<file path="src/sbw_map.svh">
// Register map, field positions, codes and timing constants of the supervisor block.
// Notes on behaviour
// Cause codes for power-on and sleep wake-ups.
// Cause codes for supervision overflow and early trigger.
// Cause codes for reset line, overheat, undervoltage, sleep.
// Status bit 6 mirrors overheat warning level.
// Status bit 5 set until Normal entered.
// Window supervision only in Normal; in-window trigger restarts.
// Timeout supervision runs; any trigger restarts timer.
// Mode field 7:5 codes; timeout or autonomous default.
// Window code acts as timeout until Normal.
// Normal-mode reconfiguration forces reset, cause 10000.
// Host reconfigures supervision only in Standby.
// Period field 3:0 selects eight periods.
// Period resets to the 128 ms code.
// Every valid control write is a trigger.
// New mode and period act immediately.
// Unlisted codes discard write, flag serial failure.
// Supervisor activity per chip mode and code.
// Forced normal or autonomous development: supervisor off.
// Config bit 3 forced normal, bit 2 development.
// Config bit 0 blocks sleep commands.
// Config bits 5:4 select startup undervoltage threshold.
// Window: early trigger or overflow resets system.
// Timeout overflow sets failure flag, resets, wakes.
// Reserved bits read zero, ignore writes.
`ifndef SBW_MAP_SVH
`define SBW_MAP_SVH

// ****************************************
// Register offsets
// ****************************************
`define SBW_ADDR_CTRL 7'h00
`define SBW_ADDR_MAIN 7'h03
`define SBW_ADDR_NVCFG 7'h74

// ****************************************
// Field positions and masks
// ****************************************
`define SBW_MODE_HI 7
`define SBW_MODE_LO 5
`define SBW_PERIOD_HI 3
`define SBW_PERIOD_LO 0
`define SBW_NV_THR_HI 5
`define SBW_NV_THR_LO 4
`define SBW_NV_FORCED 3
`define SBW_NV_DEV 2
`define SBW_NV_SLEEP 0
`define SBW_NV_MASK 8'h3d
`define SBW_NV_RESET 8'h08

// ****************************************
// Supervision codes
// ****************************************
`define SBW_MODE_AUTO 3'h1
`define SBW_MODE_TIMEOUT 3'h2
`define SBW_MODE_WINDOW 3'h4
`define SBW_PER_8 4'h8
`define SBW_PER_16 4'h1
`define SBW_PER_32 4'h2
`define SBW_PER_64 4'hb
`define SBW_PER_128 4'h4
`define SBW_PER_256 4'hd
`define SBW_PER_1024 4'he
`define SBW_PER_4096 4'h7

// ****************************************
// Reset cause codes
// ****************************************
`define SBW_RC_POWER_ON 5'h00
`define SBW_RC_BUS_WAKE 5'h01
`define SBW_RC_PIN_WAKE 5'h04
`define SBW_RC_SLEEP_OVF 5'h0c
`define SBW_RC_DIAG_WAKE 5'h0d
`define SBW_RC_EARLY 5'h0e
`define SBW_RC_OVERFLOW 5'h0f
`define SBW_RC_ILLEGAL_CFG 5'h10
`define SBW_RC_LINE_LOW 5'h11
`define SBW_RC_OVERHEAT 5'h12
`define SBW_RC_UNDERVOLT 5'h13
`define SBW_RC_ILLEGAL_SLEEP 5'h14
`define SBW_RC_FRAME_WAKE 5'h16

// ****************************************
// Timing
// ****************************************
`define SBW_MS_NS 1000000
`define SBW_CLK_NS 20

`endif

</file>
<file path="src/sbw_pkg.sv">
// Types shared by the supervisor block.
package sbw_pkg;

    typedef enum logic [2:0]
    {
        SBW_CHIP_OFF = 3'h0,
        SBW_CHIP_SLEEP = 3'h1,
        SBW_CHIP_RESET = 3'h2,
        SBW_CHIP_OVERTEMP = 3'h3,
        SBW_CHIP_STANDBY = 3'h4,
        SBW_CHIP_FORCED = 3'h6,
        SBW_CHIP_NORMAL = 3'h7
    } sbw_chip_mode_type;

endpackage

</file>
<file path="src/sbw_timer.sv">
// Supervision period timer with millisecond prescaler and half-period flag.
`timescale 1ns/10ps
module sbw_timer
#(
    parameter int CYCLES_PER_MS = 50000,
    parameter int MS_WIDTH = 13
)
(
    input wire logic clk_sys,
    input wire logic arst_n,
    input wire logic enable,
    input wire logic restart,
    input wire logic [MS_WIDTH-1:0] period_ms,
    output logic first_half,
    output logic overflow
);

    logic [31:0] prescale;
    logic [MS_WIDTH-1:0] elapsed_ms;
    logic tick;
    logic last_ms;

    assign tick = (prescale == 32'(CYCLES_PER_MS - 1));
    assign last_ms = (elapsed_ms == period_ms - MS_WIDTH'(1));
    assign first_half = (elapsed_ms < (period_ms >> 1));

    always_ff @(posedge clk_sys or negedge arst_n)
    begin
        if (!arst_n)
            prescale <= 32'h0;
        else if (restart || !enable || tick)
            prescale <= 32'h0;
        else
            prescale <= prescale + 32'h1;
    end

    always_ff @(posedge clk_sys or negedge arst_n)
    begin
        if (!arst_n)
            elapsed_ms <= '0;
        else if (restart || !enable)
            elapsed_ms <= '0;
        else if (tick)
            elapsed_ms <= last_ms ? '0 : elapsed_ms + MS_WIDTH'(1);
    end

    always_ff @(posedge clk_sys or negedge arst_n)
    begin
        if (!arst_n)
            overflow <= 1'b0;
        else
            overflow <= enable && !restart && tick && last_ms;
    end

endmodule

</file>
<file path="src/sbw_watchdog.sv">
// Watchdog supervisor, configuration registers and reset cause reporting.
`timescale 1ns/10ps
`include "sbw_map.svh"
module sbw_watchdog
#(
    parameter int CYCLES_PER_MS = `SBW_MS_NS / `SBW_CLK_NS,
    parameter int MS_WIDTH = 13
)
(
    input wire logic clk_sys,
    input wire logic arst_n,
    input wire logic [2:0] chip_mode,
    input wire logic rxd_wake_pending,
    input wire logic overheat_warning_level,
    input wire logic reg_write,
    input wire logic [6:0] reg_addr,
    input wire logic [7:0] reg_wdata,
    input wire logic serial_failure_enable,
    input wire logic failure_flag_clear,
    input wire logic ev_bus_wake,
    input wire logic ev_pin_wake,
    input wire logic ev_diag_wake,
    input wire logic ev_frame_error_wake,
    input wire logic ev_reset_line_low,
    input wire logic ev_overtemp_exit,
    input wire logic ev_regulator_undervoltage,
    input wire logic ev_illegal_sleep,
    input wire logic sleep_request,
    output logic [7:0] reg_rdata,
    output logic system_reset_request,
    output logic wake_request,
    output logic serial_failure_event,
    output logic supervision_failure_flag,
    output logic sleep_accept,
    output logic forced_normal_state,
    output logic development_state,
    output logic [1:0] regulator_threshold_select
);

    // ****************************************
    // Code decoding
    // ****************************************
    function automatic logic mode_ok(input logic [2:0] code);
        mode_ok = (code == `SBW_MODE_AUTO) || (code == `SBW_MODE_TIMEOUT)
            || (code == `SBW_MODE_WINDOW);
    endfunction

    function automatic logic [MS_WIDTH-1:0] period_ms_of(input logic [3:0] code);
        case (code)
            `SBW_PER_8: period_ms_of = MS_WIDTH'(8);
            `SBW_PER_16: period_ms_of = MS_WIDTH'(16);
            `SBW_PER_32: period_ms_of = MS_WIDTH'(32);
            `SBW_PER_64: period_ms_of = MS_WIDTH'(64);
            `SBW_PER_128: period_ms_of = MS_WIDTH'(128);
            `SBW_PER_256: period_ms_of = MS_WIDTH'(256);
            `SBW_PER_1024: period_ms_of = MS_WIDTH'(1024);
            `SBW_PER_4096: period_ms_of = MS_WIDTH'(4096);
            default: period_ms_of = '0;
        endcase
    endfunction

    // ****************************************
    // Registers and internal state
    // ****************************************
    logic [2:0] supervision_mode_select;
    logic [3:0] supervision_period_select;
    logic [7:0] nv_config;
    logic [4:0] reset_cause;
    logic normal_entered_flag;
    logic overheat_meta;
    logic overheat_warning_flag;
    sbw_pkg::sbw_chip_mode_type mode_now;
    sbw_pkg::sbw_chip_mode_type mode_last;

    logic forced_normal_enable;
    logic development_mode_enable;
    logic sleep_command_block;
    logic in_normal;
    logic in_standby;
    logic in_sleep;
    logic active;
    logic window_form;
    logic ctrl_write;
    logic ctrl_codes_ok;
    logic ctrl_changed;
    logic illegal_change;
    logic early_trigger;
    logic trigger;
    logic codes_rejected;
    logic timer_first_half;
    logic timer_overflow;
    logic overflow_reset;
    logic sleep_overflow;
    logic timer_restart;

    assign mode_now = sbw_pkg::sbw_chip_mode_type'(chip_mode);
    assign forced_normal_enable = nv_config[`SBW_NV_FORCED];
    assign development_mode_enable = nv_config[`SBW_NV_DEV];
    assign sleep_command_block = nv_config[`SBW_NV_SLEEP];
    assign in_normal = (mode_now == sbw_pkg::SBW_CHIP_NORMAL);
    assign in_standby = (mode_now == sbw_pkg::SBW_CHIP_STANDBY);
    assign in_sleep = (mode_now == sbw_pkg::SBW_CHIP_SLEEP);

    // ****************************************
    // Supervisor activity per chip mode
    // ****************************************
    always_comb
    begin
        active = 1'b0;
        window_form = 1'b0;
        if (!forced_normal_enable)
        begin
            case (supervision_mode_select)
                `SBW_MODE_AUTO:
                begin
                    active = !development_mode_enable
                        && (in_normal || (in_standby && rxd_wake_pending));
                end
                `SBW_MODE_TIMEOUT:
                begin
                    active = in_normal || in_standby || in_sleep;
                end
                `SBW_MODE_WINDOW:
                begin
                    active = in_normal || in_standby || in_sleep;
                    window_form = in_normal;
                end
                default:
                begin
                    active = 1'b0;
                    window_form = 1'b0;
                end
            endcase
        end
    end

    // ****************************************
    // Control register write decoding
    // ****************************************
    assign ctrl_write = reg_write && (reg_addr == `SBW_ADDR_CTRL);
    assign ctrl_codes_ok = mode_ok(reg_wdata[`SBW_MODE_HI:`SBW_MODE_LO])
        && (period_ms_of(reg_wdata[`SBW_PERIOD_HI:`SBW_PERIOD_LO]) != '0);
    assign ctrl_changed = (reg_wdata[`SBW_MODE_HI:`SBW_MODE_LO] != supervision_mode_select)
        || (reg_wdata[`SBW_PERIOD_HI:`SBW_PERIOD_LO] != supervision_period_select);
    assign codes_rejected = ctrl_write && !ctrl_codes_ok;
    // A host that keeps reconfiguration to Standby never reaches this path.
    assign illegal_change = ctrl_write && ctrl_codes_ok && ctrl_changed && in_normal;
    assign early_trigger = ctrl_write && ctrl_codes_ok && !illegal_change
        && active && window_form && timer_first_half;
    assign trigger = ctrl_write && ctrl_codes_ok && !illegal_change && !early_trigger;

    // Overflow while already in window form, or with the failure flag pending, resets.
    assign overflow_reset = timer_overflow && (window_form || supervision_failure_flag);
    assign sleep_overflow = timer_overflow && !overflow_reset && in_sleep;

    // Restarting on a chip mode change keeps a stale count from the
    // previous form from cutting the first window short.
    assign timer_restart = trigger || early_trigger || illegal_change
        || (mode_now != mode_last) || system_reset_request;

    sbw_timer
    #(
        .CYCLES_PER_MS(CYCLES_PER_MS),
        .MS_WIDTH(MS_WIDTH)
    )
    u_timer
    (
        .clk_sys(clk_sys),
        .arst_n(arst_n),
        .enable(active),
        .restart(timer_restart),
        .period_ms(period_ms_of(supervision_period_select)),
        .first_half(timer_first_half),
        .overflow(timer_overflow)
    );

    // ****************************************
    // Supervision control register
    // ****************************************
    always_ff @(posedge clk_sys or negedge arst_n)
    begin
        if (!arst_n)
        begin
            supervision_mode_select <= `SBW_MODE_TIMEOUT;
            supervision_period_select <= `SBW_PER_128;
        end
        else if (mode_now == sbw_pkg::SBW_CHIP_RESET)
        begin
            // Defaults are reloaded while the chip sits in Reset mode.
            supervision_mode_select <= development_mode_enable
                ? `SBW_MODE_AUTO : `SBW_MODE_TIMEOUT;
            supervision_period_select <= `SBW_PER_128;
        end
        else if (trigger || early_trigger)
        begin
            supervision_mode_select <= reg_wdata[`SBW_MODE_HI:`SBW_MODE_LO];
            supervision_period_select <= reg_wdata[`SBW_PERIOD_HI:`SBW_PERIOD_LO];
        end
    end

    // ****************************************
    // Non-volatile configuration register
    // ****************************************
    always_ff @(posedge clk_sys or negedge arst_n)
    begin
        if (!arst_n)
            nv_config <= `SBW_NV_RESET;
        else if (reg_write && (reg_addr == `SBW_ADDR_NVCFG))
            nv_config <= reg_wdata & `SBW_NV_MASK;
    end

    // ****************************************
    // Status flags
    // ****************************************
    always_ff @(posedge clk_sys or negedge arst_n)
    begin
        if (!arst_n)
        begin
            overheat_meta <= 1'b0;
            overheat_warning_flag <= 1'b0;
        end
        else
        begin
            overheat_meta <= overheat_warning_level;
            overheat_warning_flag <= overheat_meta;
        end
    end

    always_ff @(posedge clk_sys or negedge arst_n)
    begin
        if (!arst_n)
            normal_entered_flag <= 1'b1;
        else if (in_normal)
            normal_entered_flag <= 1'b0;
    end

    always_ff @(posedge clk_sys or negedge arst_n)
    begin
        if (!arst_n)
            mode_last <= sbw_pkg::SBW_CHIP_OFF;
        else
            mode_last <= mode_now;
    end

    // A fresh overflow outside window form wins over a clear arriving in the same cycle.
    always_ff @(posedge clk_sys or negedge arst_n)
    begin
        if (!arst_n)
            supervision_failure_flag <= 1'b0;
        else if (timer_overflow && !window_form)
            supervision_failure_flag <= 1'b1;
        else if (failure_flag_clear)
            supervision_failure_flag <= 1'b0;
    end

    // ****************************************
    // Reset cause capture
    // ****************************************
    always_ff @(posedge clk_sys or negedge arst_n)
    begin
        if (!arst_n)
            reset_cause <= `SBW_RC_POWER_ON;
        else if (illegal_change)
            reset_cause <= `SBW_RC_ILLEGAL_CFG;
        else if (early_trigger)
            reset_cause <= `SBW_RC_EARLY;
        else if (overflow_reset)
            reset_cause <= `SBW_RC_OVERFLOW;
        else if (sleep_overflow)
            reset_cause <= `SBW_RC_SLEEP_OVF;
        else if (ev_regulator_undervoltage)
            reset_cause <= `SBW_RC_UNDERVOLT;
        else if (ev_overtemp_exit)
            reset_cause <= `SBW_RC_OVERHEAT;
        else if (ev_reset_line_low)
            reset_cause <= `SBW_RC_LINE_LOW;
        else if (ev_illegal_sleep)
            reset_cause <= `SBW_RC_ILLEGAL_SLEEP;
        else if (ev_bus_wake)
            reset_cause <= `SBW_RC_BUS_WAKE;
        else if (ev_pin_wake)
            reset_cause <= `SBW_RC_PIN_WAKE;
        else if (ev_diag_wake)
            reset_cause <= `SBW_RC_DIAG_WAKE;
        else if (ev_frame_error_wake)
            reset_cause <= `SBW_RC_FRAME_WAKE;
    end

    // ****************************************
    // Event outputs
    // ****************************************
    always_ff @(posedge clk_sys or negedge arst_n)
    begin
        if (!arst_n)
        begin
            system_reset_request <= 1'b0;
            wake_request <= 1'b0;
            serial_failure_event <= 1'b0;
            sleep_accept <= 1'b0;
        end
        else
        begin
            system_reset_request <= illegal_change || early_trigger || overflow_reset;
            wake_request <= sleep_overflow;
            serial_failure_event <= serial_failure_enable
                && (codes_rejected || illegal_change);
            sleep_accept <= sleep_request && !sleep_command_block;
        end
    end

    always_ff @(posedge clk_sys or negedge arst_n)
    begin
        if (!arst_n)
        begin
            forced_normal_state <= 1'b1;
            development_state <= 1'b0;
            regulator_threshold_select <= 2'h0;
        end
        else
        begin
            forced_normal_state <= forced_normal_enable;
            development_state <= development_mode_enable;
            regulator_threshold_select <= nv_config[`SBW_NV_THR_HI:`SBW_NV_THR_LO];
        end
    end

    // ****************************************
    // Read data
    // ****************************************
    always_ff @(posedge clk_sys or negedge arst_n)
    begin
        if (!arst_n)
            reg_rdata <= 8'h00;
        else
        begin
            case (reg_addr)
                `SBW_ADDR_CTRL:
                    reg_rdata <= {supervision_mode_select, 1'b0, supervision_period_select};
                `SBW_ADDR_MAIN:
                    reg_rdata <= {1'b0, overheat_warning_flag, normal_entered_flag,
                        reset_cause};
                `SBW_ADDR_NVCFG:
                    reg_rdata <= nv_config;
                default:
                    reg_rdata <= 8'h00;
            endcase
        end
    end

endmodule

</file>
<file path="config.mk">
export PLATFORM = sky130hd
export DESIGN_NAME = sbw_watchdog
export DESIGN_NICKNAME = d
export VERILOG_FILES = /design/src/sbw_pkg.sv /design/src/sbw_timer.sv /design/src/sbw_watchdog.sv
export VERILOG_INCLUDE_DIRS = /design/src
export SDC_FILE = /design/constraint.sdc
export NUM_CORES = 1
export LEC_CHECK = 0
export BUFFER_PORTS_ARGS = -buffer_cell sky130_fd_sc_hd__buf_2
export CAP_MARGIN = 5
export CORE_AREA = 10 10 116 86
export DETAILED_ROUTE_END_ITERATION = 10
export DIE_AREA = 0 0 126 96
export GPL_TIMING_DRIVEN = 0
export HOLD_SLACK_MARGIN = 0.02
export PLACE_DENSITY = 0.91
export SYNTH_ARGS = -nofsm -noshare
export SYNTH_HDL_FRONTEND = slang
export SYNTH_SLANG_ARGS = --single-unit
</file>
<file path="constraint.sdc">
create_clock -name clk_sys -period 8.65 [get_ports clk_sys]
set_input_delay 0 -clock clk_sys [delete_from_list [all_inputs] [get_ports clk_sys]]
set_output_delay 0 -clock clk_sys [all_outputs]
set_load 0.05 [all_outputs]
</file>
==> results of run 1 <==
-- logic make-up after synthesis --
group	Yosys count	share of synthesized area
flops	86	0.458
buf+inv	35	0.0321
fa+ha+maj	9	0.0239
xor+xnor	51	0.0977
simple gates	237	0.271
compound gates	65	0.0985
mux	8	0.0194
-- tightest hold or removal path, delay by kind of cell --
family / cells / cell delay (ns)
AND/OR/NAND/NOR: 2 / 0.23
buffers and inverters: 1 / 0.12
-- cell type report --
cell class | count | area [µm²]
buffer | 19 | 91.3
clock buffer | 12 | 236
clock inverter | 3 | 68.8
fill | 548 | 2160
inverter | 16 | 60.1
multi-input combinational | 370 | 2400
sequential | 86 | 2160
tap | 101 | 126
timing repair buffer | 69 | 460
-- final timing paths --
| path | endpoint | slack [ns] | cells after the start |
|---|---|---|---|
| max in group asynchronous | supervision_period_select[2]$_DFFE_PN1P_ | 7.84 | 3 |
| min in group asynchronous | overheat_meta$_DFF_PN0_ | 0.15 | 2 |
| worst max-delay path | reset_cause[4]$_DFFE_PN0P_ | 5.38 | 9 |
| worst min-delay path | reg_rdata[7]$_DFF_PN0_ | 0.06 | 3 |
| worst max register to register | reset_cause[4]$_DFFE_PN0P_ | 5.38 | 9 |
| worst min register to register | overheat_warning_flag$_DFF_PN0_ | 0.35 | 0 |
-- cells in the final DEF (no fill, tap or decap), types with 5 or more instances in the layout --
| cell | n |
|---|---|
| nand2_1 | 47 |
| inv_1 | 16 |
| xor2_1 | 22 |
| nor2_1 | 54 |
| clkbuf_16 | 9 |
| nand4_1 | 13 |
| dfstp_2 | 5 |
| nor4_1 | 8 |
| a31oi_1 | 7 |
| a21oi_1 | 14 |
| o21ai_0 | 6 |
| or3_1 | 7 |
| nand3_1 | 36 |
| buf_2 | 59 |
| dlygate4sd3_1 | 18 |
| clkbuf_1 | 11 |
| or4_1 | 5 |
| nor3_1 | 13 |
| mux2_2 | 5 |
| dfrtp_1 | 81 |
| ha_1 | 9 |
| and3_1 | 10 |
| xnor2_1 | 28 |
-- through the flow --
stage,utilization,total power [µW]
final,0.721,888
after global routing,0.721,916
after CTS,0.721,890
after detailed placement,0.659,484
after global placement,0.655,479
after floorplan,-,453
-- sequential cells by signal, indices dropped and copies added (netlist names), 2 cells and up --
signal and cells:
mode_last 3, nv_config 5, reg_rdata 8, regulator_threshold_select 2, reset_cause 5, supervision_mode_select 3, supervision_period_select 4, u_timer.elapsed_ms 13
u_timer.prescale 32
-- power groups by stage --
| stage | combinational (µW) | sequential [µW] | clock (µW) |
|---|---|---|---|
| 2_1_floorplan | 23.8 | 429 | 0 |
| 3_3_place_gp | 56.1 | 423 | 0 |
| 3_5_place_dp | 59.8 | 424 | 0 |
| 4_1_cts | 66.2 | 417 | 407 |
| 5_1_grt | 72.7 | 418 | 426 |
| 6_report | 67.1 | 417 | 403 |
-- what timing repair did --
item	CTS	global route
hold buffers	18	0
hold endpoints to repair	99	0
endpoints found under the setup margin	0	0
-- routing by layer --
metal / track usage / vias up
met2: 0.327 / 227
li1: - / 1936
met4: 0.0718 / 0
met5: 0 / -
met3: 0.0527 / 40
met1: 0.274 / 2010
==> flow_summary.yaml, run 1 <==
power:
  cellPowerDensity_nw_per_um2: 158
  peakVddDrop_mv: 0.148
  p_seq_frac: 0.470
  combPwrFrac: 0.076
  p_int_uw: 690
  p_leak_uw: 0.00238
  p_sw_uw: 198
  clkPwrFrac: 0.454
  sw_frac_of_total: 0.223
layout:
  num-nets-final: 614
  final_cell_area_um2: 5610
  area_growth_pct: 18.9
  final-instance-count-excl-fill: 676
  drive_gt1_frac: 0.172
  antennaDiodeCount: 0
logic_synthesis:
  yosys-top-cells-area: "dfrtp_1 43%, xnor2_1 5.2%, nor2_1 4.3%"
  synth_common_cells: "81 x dfrtp_1, 54 x nor2_1, 47 x nand2_1"
  synth_top_area_share: 0.430
  yosysTopAreaCell: "dfrtp_1"
  synth_most_common_cell: "dfrtp_1"
  synth-edff-count: 0
  yosys_warnings: 0
  syn_area_um2: 4710
  yosysSeqAreaShare: 0.458
  synthCells: 491
  avgSynthCellArea_um2: 9.60
  async_reset_ff_frac: 1.00
  ys.flop_type: "dfrtp_1"
  synth_seq_cells: 86
  yosys.cell_types.count: 64
  syn_nets: 534
sta:
  timing.final.ws_setup_ns: 5.38
  slew_headroom: 0.292
  tns_ns: 0
  timing.final.crit_share: 0.378
  fmax_mhz: 306
  hold_viol: 0
  drv_slew: 0
  fin_crit_ns: 3.27
  setup_violations: 0
  rsz0062_at_grt: "no"
  skew_ns: 0.00840
  worst_pin_slew_ns: 1.06
  holdWs_ns: 0.0564
drt:
  via_per_inst: 6.23
  wl_met2_mm: 5.70
  vias: 4213
  top_layer: "met4"
  first_pass_iters: 5
  ant_nets: 0
  drt_iter0_markers: 394
  drc: 0
  m1WireLength_mm: 5.39
  wl_per_cell_um: 18.4
  postRouteWirelength_mm: 12.4
  route.met3.wl_mm: 1.02
min_path:
  hold_class: "in -> reg"
  hp-start: "reg_addr[0]"
floorplanning:
  ios: 51
  die_y_um: 96
  core_area_um2: 7770
  fp.dieW_um: 126
  row_count: 27
  start_util: 0.607
  dieArea_um2: 12100
clock_network:
  cts_setup_buffers: 0
  cts_sinks: 86
  cts_resized: 0
  clk_pin_slew_worst_paths_ns: 0.06
  cts-htree-levels: 3
  clockBufferDepth: 2
  cts_tree: "done"
  cts-buffers-inserted: 9
  cts-root-buf: "clkbuf_16"
  clk_latency_ns: 0.33
run_status:
  outcome: "completed"
place:
  placed_area_um2: 5120
  numPortBuffers: 50
  place_ws_ns: 5.49
  dp.cells: 643
  hpwl_mm: 8.59
  routabilityCongestion: 0.903
global_route:
  grt_pass1_vias: 4019
  antenna_found_initial: 0
  grt_pass1_wl_mm: 20.5
  gr-total-overflow: 0
  gr-usage-all-layers: 0.207
  grt_max_degree: 60
critical_path:
  r2r-start: "supervision_period_select[2]$_DFFE_PN1P_"
  timing.setup.critical_path_class: "reg -> reg"
  worst_path_largest_cell_delay_ns: 0.60
  worstSetupEndpointType: "flip-flop"
  cp-start-kind: "flip-flop"
  cp.arrival_ns: 3.49
  crit_start: "supervision_period_select[2]$_DFFE_PN1P_"
  crit_top_cell: "nand3_1"
  cp.required_ns: 8.87
  cp_cell_sequence: "clkbuf_1 > nand4_1 > ha_1 > nand3_1 > a211oi_1 > or4_1 > a41oi_1 > nand3_1 > a41o_1"
  critical_path_buf_inv_count: 1
  cpMaxStageDelayCell: "dfstp_2"
  critical_path.top_delay_family: "simple AND/OR/NAND/NOR gates"
  cp_max_fo: 10
flow_run:
  cap_violations: 0
(Power assumes the default switching activity.)
==> inputs of run 2 (changes only) <==
--- a/config.mk
+++ b/config.mk
@@ -8,12 +8,12 @@
 export LEC_CHECK = 0
 export BUFFER_PORTS_ARGS = -buffer_cell sky130_fd_sc_hd__buf_2
 export CAP_MARGIN = 5
-export CORE_AREA = 10 10 116 86
+export CORE_AREA = 10 10 124 92
 export DETAILED_ROUTE_END_ITERATION = 10
-export DIE_AREA = 0 0 126 96
+export DIE_AREA = 0 0 134 102
 export GPL_TIMING_DRIVEN = 0
 export HOLD_SLACK_MARGIN = 0.02
-export PLACE_DENSITY = 0.91
+export PLACE_DENSITY = 0.84
 export SYNTH_ARGS = -nofsm -noshare
 export SYNTH_HDL_FRONTEND = slang
 export SYNTH_SLANG_ARGS = --single-unit
==> constraint.sdc (replaced) <==
create_clock -name clk_sys -period 2.9 [get_ports clk_sys]
set_input_delay 0 -clock clk_sys [delete_from_list [all_inputs] [get_ports clk_sys]]
set_output_delay 0 -clock clk_sys [all_outputs]
set_load 0.05 [all_outputs]
==> flow_summary.yaml, run 2 (synthesis gave the netlist of run 1 again) <==
place:
  place_ws_ns: -0.363
  routabilityCongestion: 0.862
  hpwl_mm: 8.87
  numPortBuffers: 50
layout:
  final_common_cell: "dfrtp_1"
  antennaDiodeCount: 0
  layout_common_cells: "81 x dfrtp_1, 55 x buf_2, 53 x nor2_1, 46 x nand2_1, 34 x nand3_1"
  largest_register: "u_timer.prescale"
  reg_top3: "u_timer.prescale x32, u_timer.elapsed_ms x13, reg_rdata x8"
  largest_register_ffs: 32
  area_growth_pct: 23.2
  drive_gt1_frac: 0.215
  num-nets-final: 620
sta:
  holdWs_ns: 0.0290
  timing.final.ws_setup_ns: -0.143
  hold_viol: 0
  skew_ns: 0.0129
  slew_headroom: 0.297
  fin_crit_ns: 3.04
  fmax_mhz: 329
  timing.final.crit_share: 1.05
  drv_slew: 0
  setup_violations: 7
  worst_pin_slew_ns: 1.05
drt:
  via_per_inst: 6.11
  first_pass_iters: 5
  ant_nets: 0
  drc: 0
  drt_iter0_markers: 433
  wl_per_cell_um: 18.5
  postRouteWirelength_mm: 13.0
  vias: 4311
critical_path:
  worstSetupEndpointType: "flip-flop"
  timing.setup.critical_path_class: "reg -> reg"
  worst_path_largest_cell_delay_ns: 0.68
  cp-start-kind: "flip-flop"
  cp_cell_sequence: "clkbuf_1 > or3b_1 > a2111oi_0 > o211ai_1 > nand4b_1 > nand2_2 > o221ai_1"
  cp_max_fo: 9
  cp.required_ns: 3.12
  cp.arrival_ns: 3.26
  cpMaxStageDelayCell: "a2111oi_0"
  critical_path_buf_inv_count: 1
  critical_path.top_delay_family: "simple AND/OR/NAND/NOR gates"
power:
  p_sw_uw: 662
  p_seq_frac: 0.470
  combPwrFrac: 0.076
  sw_frac_of_total: 0.250
  clkPwrFrac: 0.454
  peakVddDrop_mv: 0.280
  p_leak_uw: 0.00243
  p_int_uw: 1980
  cellPowerDensity_nw_per_um2: 456
global_route:
  grt_pass1_vias: 4158
  gr-usage-all-layers: 0.186
  antenna_found_initial: 0
  gr-total-overflow: 0
  grt_max_degree: 54
  grt_pass1_wl_mm: 20.5
clock_network:
  cts-buffers-inserted: 9
  cts_sinks: 86
  clockBufferDepth: 2
  clk_latency_ns: 0.36
  cts_tree: "done"
  cts-htree-levels: 3
  clk_pin_slew_worst_paths_ns: 0.07
  cts-root-buf: "clkbuf_16"
flow_run:
  cap_violations: 0
floorplanning:
  core_area_um2: 8960
  start_util: 0.526
  dieArea_um2: 13700
  die_y_um: 102
  row_count: 29
  fp.dieW_um: 134
  ios: 51
run_status:
  outcome: "finished with violations"
  violations: "negative setup slack"
min_path:
  hold_class: "in -> reg"
## run 2: worst reg2reg max path: stages (launching register included)
cell and delay, ns:
dfrtp_1 0.42, clkbuf_1 0.20, or3b_1 0.39, a2111oi_0 0.68, o211ai_1 0.21, nand4b_1 0.51, nand2_2 0.35, o221ai_1 0.16
## run 2: metal layers
metal  up-vias  track usage  wire, µm
met5         -            0         0
met4         0       0.0742       274
met3        33       0.0525      1030
met2       219        0.309      6280
met1      2122        0.227      5460
li1       1937            -         -
## run 2: per-stage QoR
stage | TNS [ns] | total power [µW] | instance area [µm²] | utilization | instances
5_1_grt | -1.14 | 2720 | 5810 | 0.648 | 706
3_3_place_gp | -0.668 | 1430 | 5120 | 0.571 | 665
3_5_place_dp | -1.35 | 1440 | 5150 | 0.574 | 666
6_report | -0.589 | 2650 | 5810 | 0.648 | 706
4_1_cts | 0 | 2650 | 5680 | 0.634 | 701
2_1_floorplan | 0 | 1350 | 4710 | - | 491
## run 2: path summary, 6_finish.rpt
kind                                                         from                                  endpoint  slack, ns  cells after the start
worst min-delay path                            ev_reset_line_low                reset_cause[2]$_DFFE_PN0P_       0.03                      4
worst max register to register  u_timer.elapsed_ms[3]$_DFFE_PN0P_         u_timer.elapsed_ms[9]$_DFFE_PN0P_      -0.14                      7
worst min register to register            overheat_meta$_DFF_PN0_           overheat_warning_flag$_DFF_PN0_       0.35                      0
max in group asynchronous                                  arst_n  supervision_period_select[2]$_DFFE_PN1P_       2.10                      3
worst max-delay path            u_timer.elapsed_ms[3]$_DFFE_PN0P_         u_timer.elapsed_ms[9]$_DFFE_PN0P_      -0.14                      7
min in group asynchronous                                  arst_n                   overheat_meta$_DFF_PN0_       0.13                      2
## run 2: timing repair
| action | 4_1_cts | 5_1_grt |
|---|---|---|
| hold buffers | 17 | 0 |
| pin swaps | 2 | 7 |
| gates resized for setup | 11 | 19 |
| hold endpoints to repair | 97 | 0 |
| setup endpoints to repair | 6 | 8 |
| setup buffers | 2 | 5 |
## run 2: cell type report
type	instances	area [µm²]
well taps	124	155
flip-flops and latches	86	2160
plain buffers	19	118
clock buffers	9	225
multi-input cells	370	2510
fillers	678	3160
clock inverters	7	80.1
repair buffers	75	503
inverters	16	60.1
## run 2: power groups by stage
stage / registers [µW] / clock network [µW] / logic (µW)
6_report: 1240 / 1200 / 202
5_1_grt: 1240 / 1260 / 219
4_1_cts: 1240 / 1210 / 198
3_5_place_dp: 1260 / 0 / 179
3_3_place_gp: 1260 / 0 / 166
2_1_floorplan: 1280 / 0 / 71.1
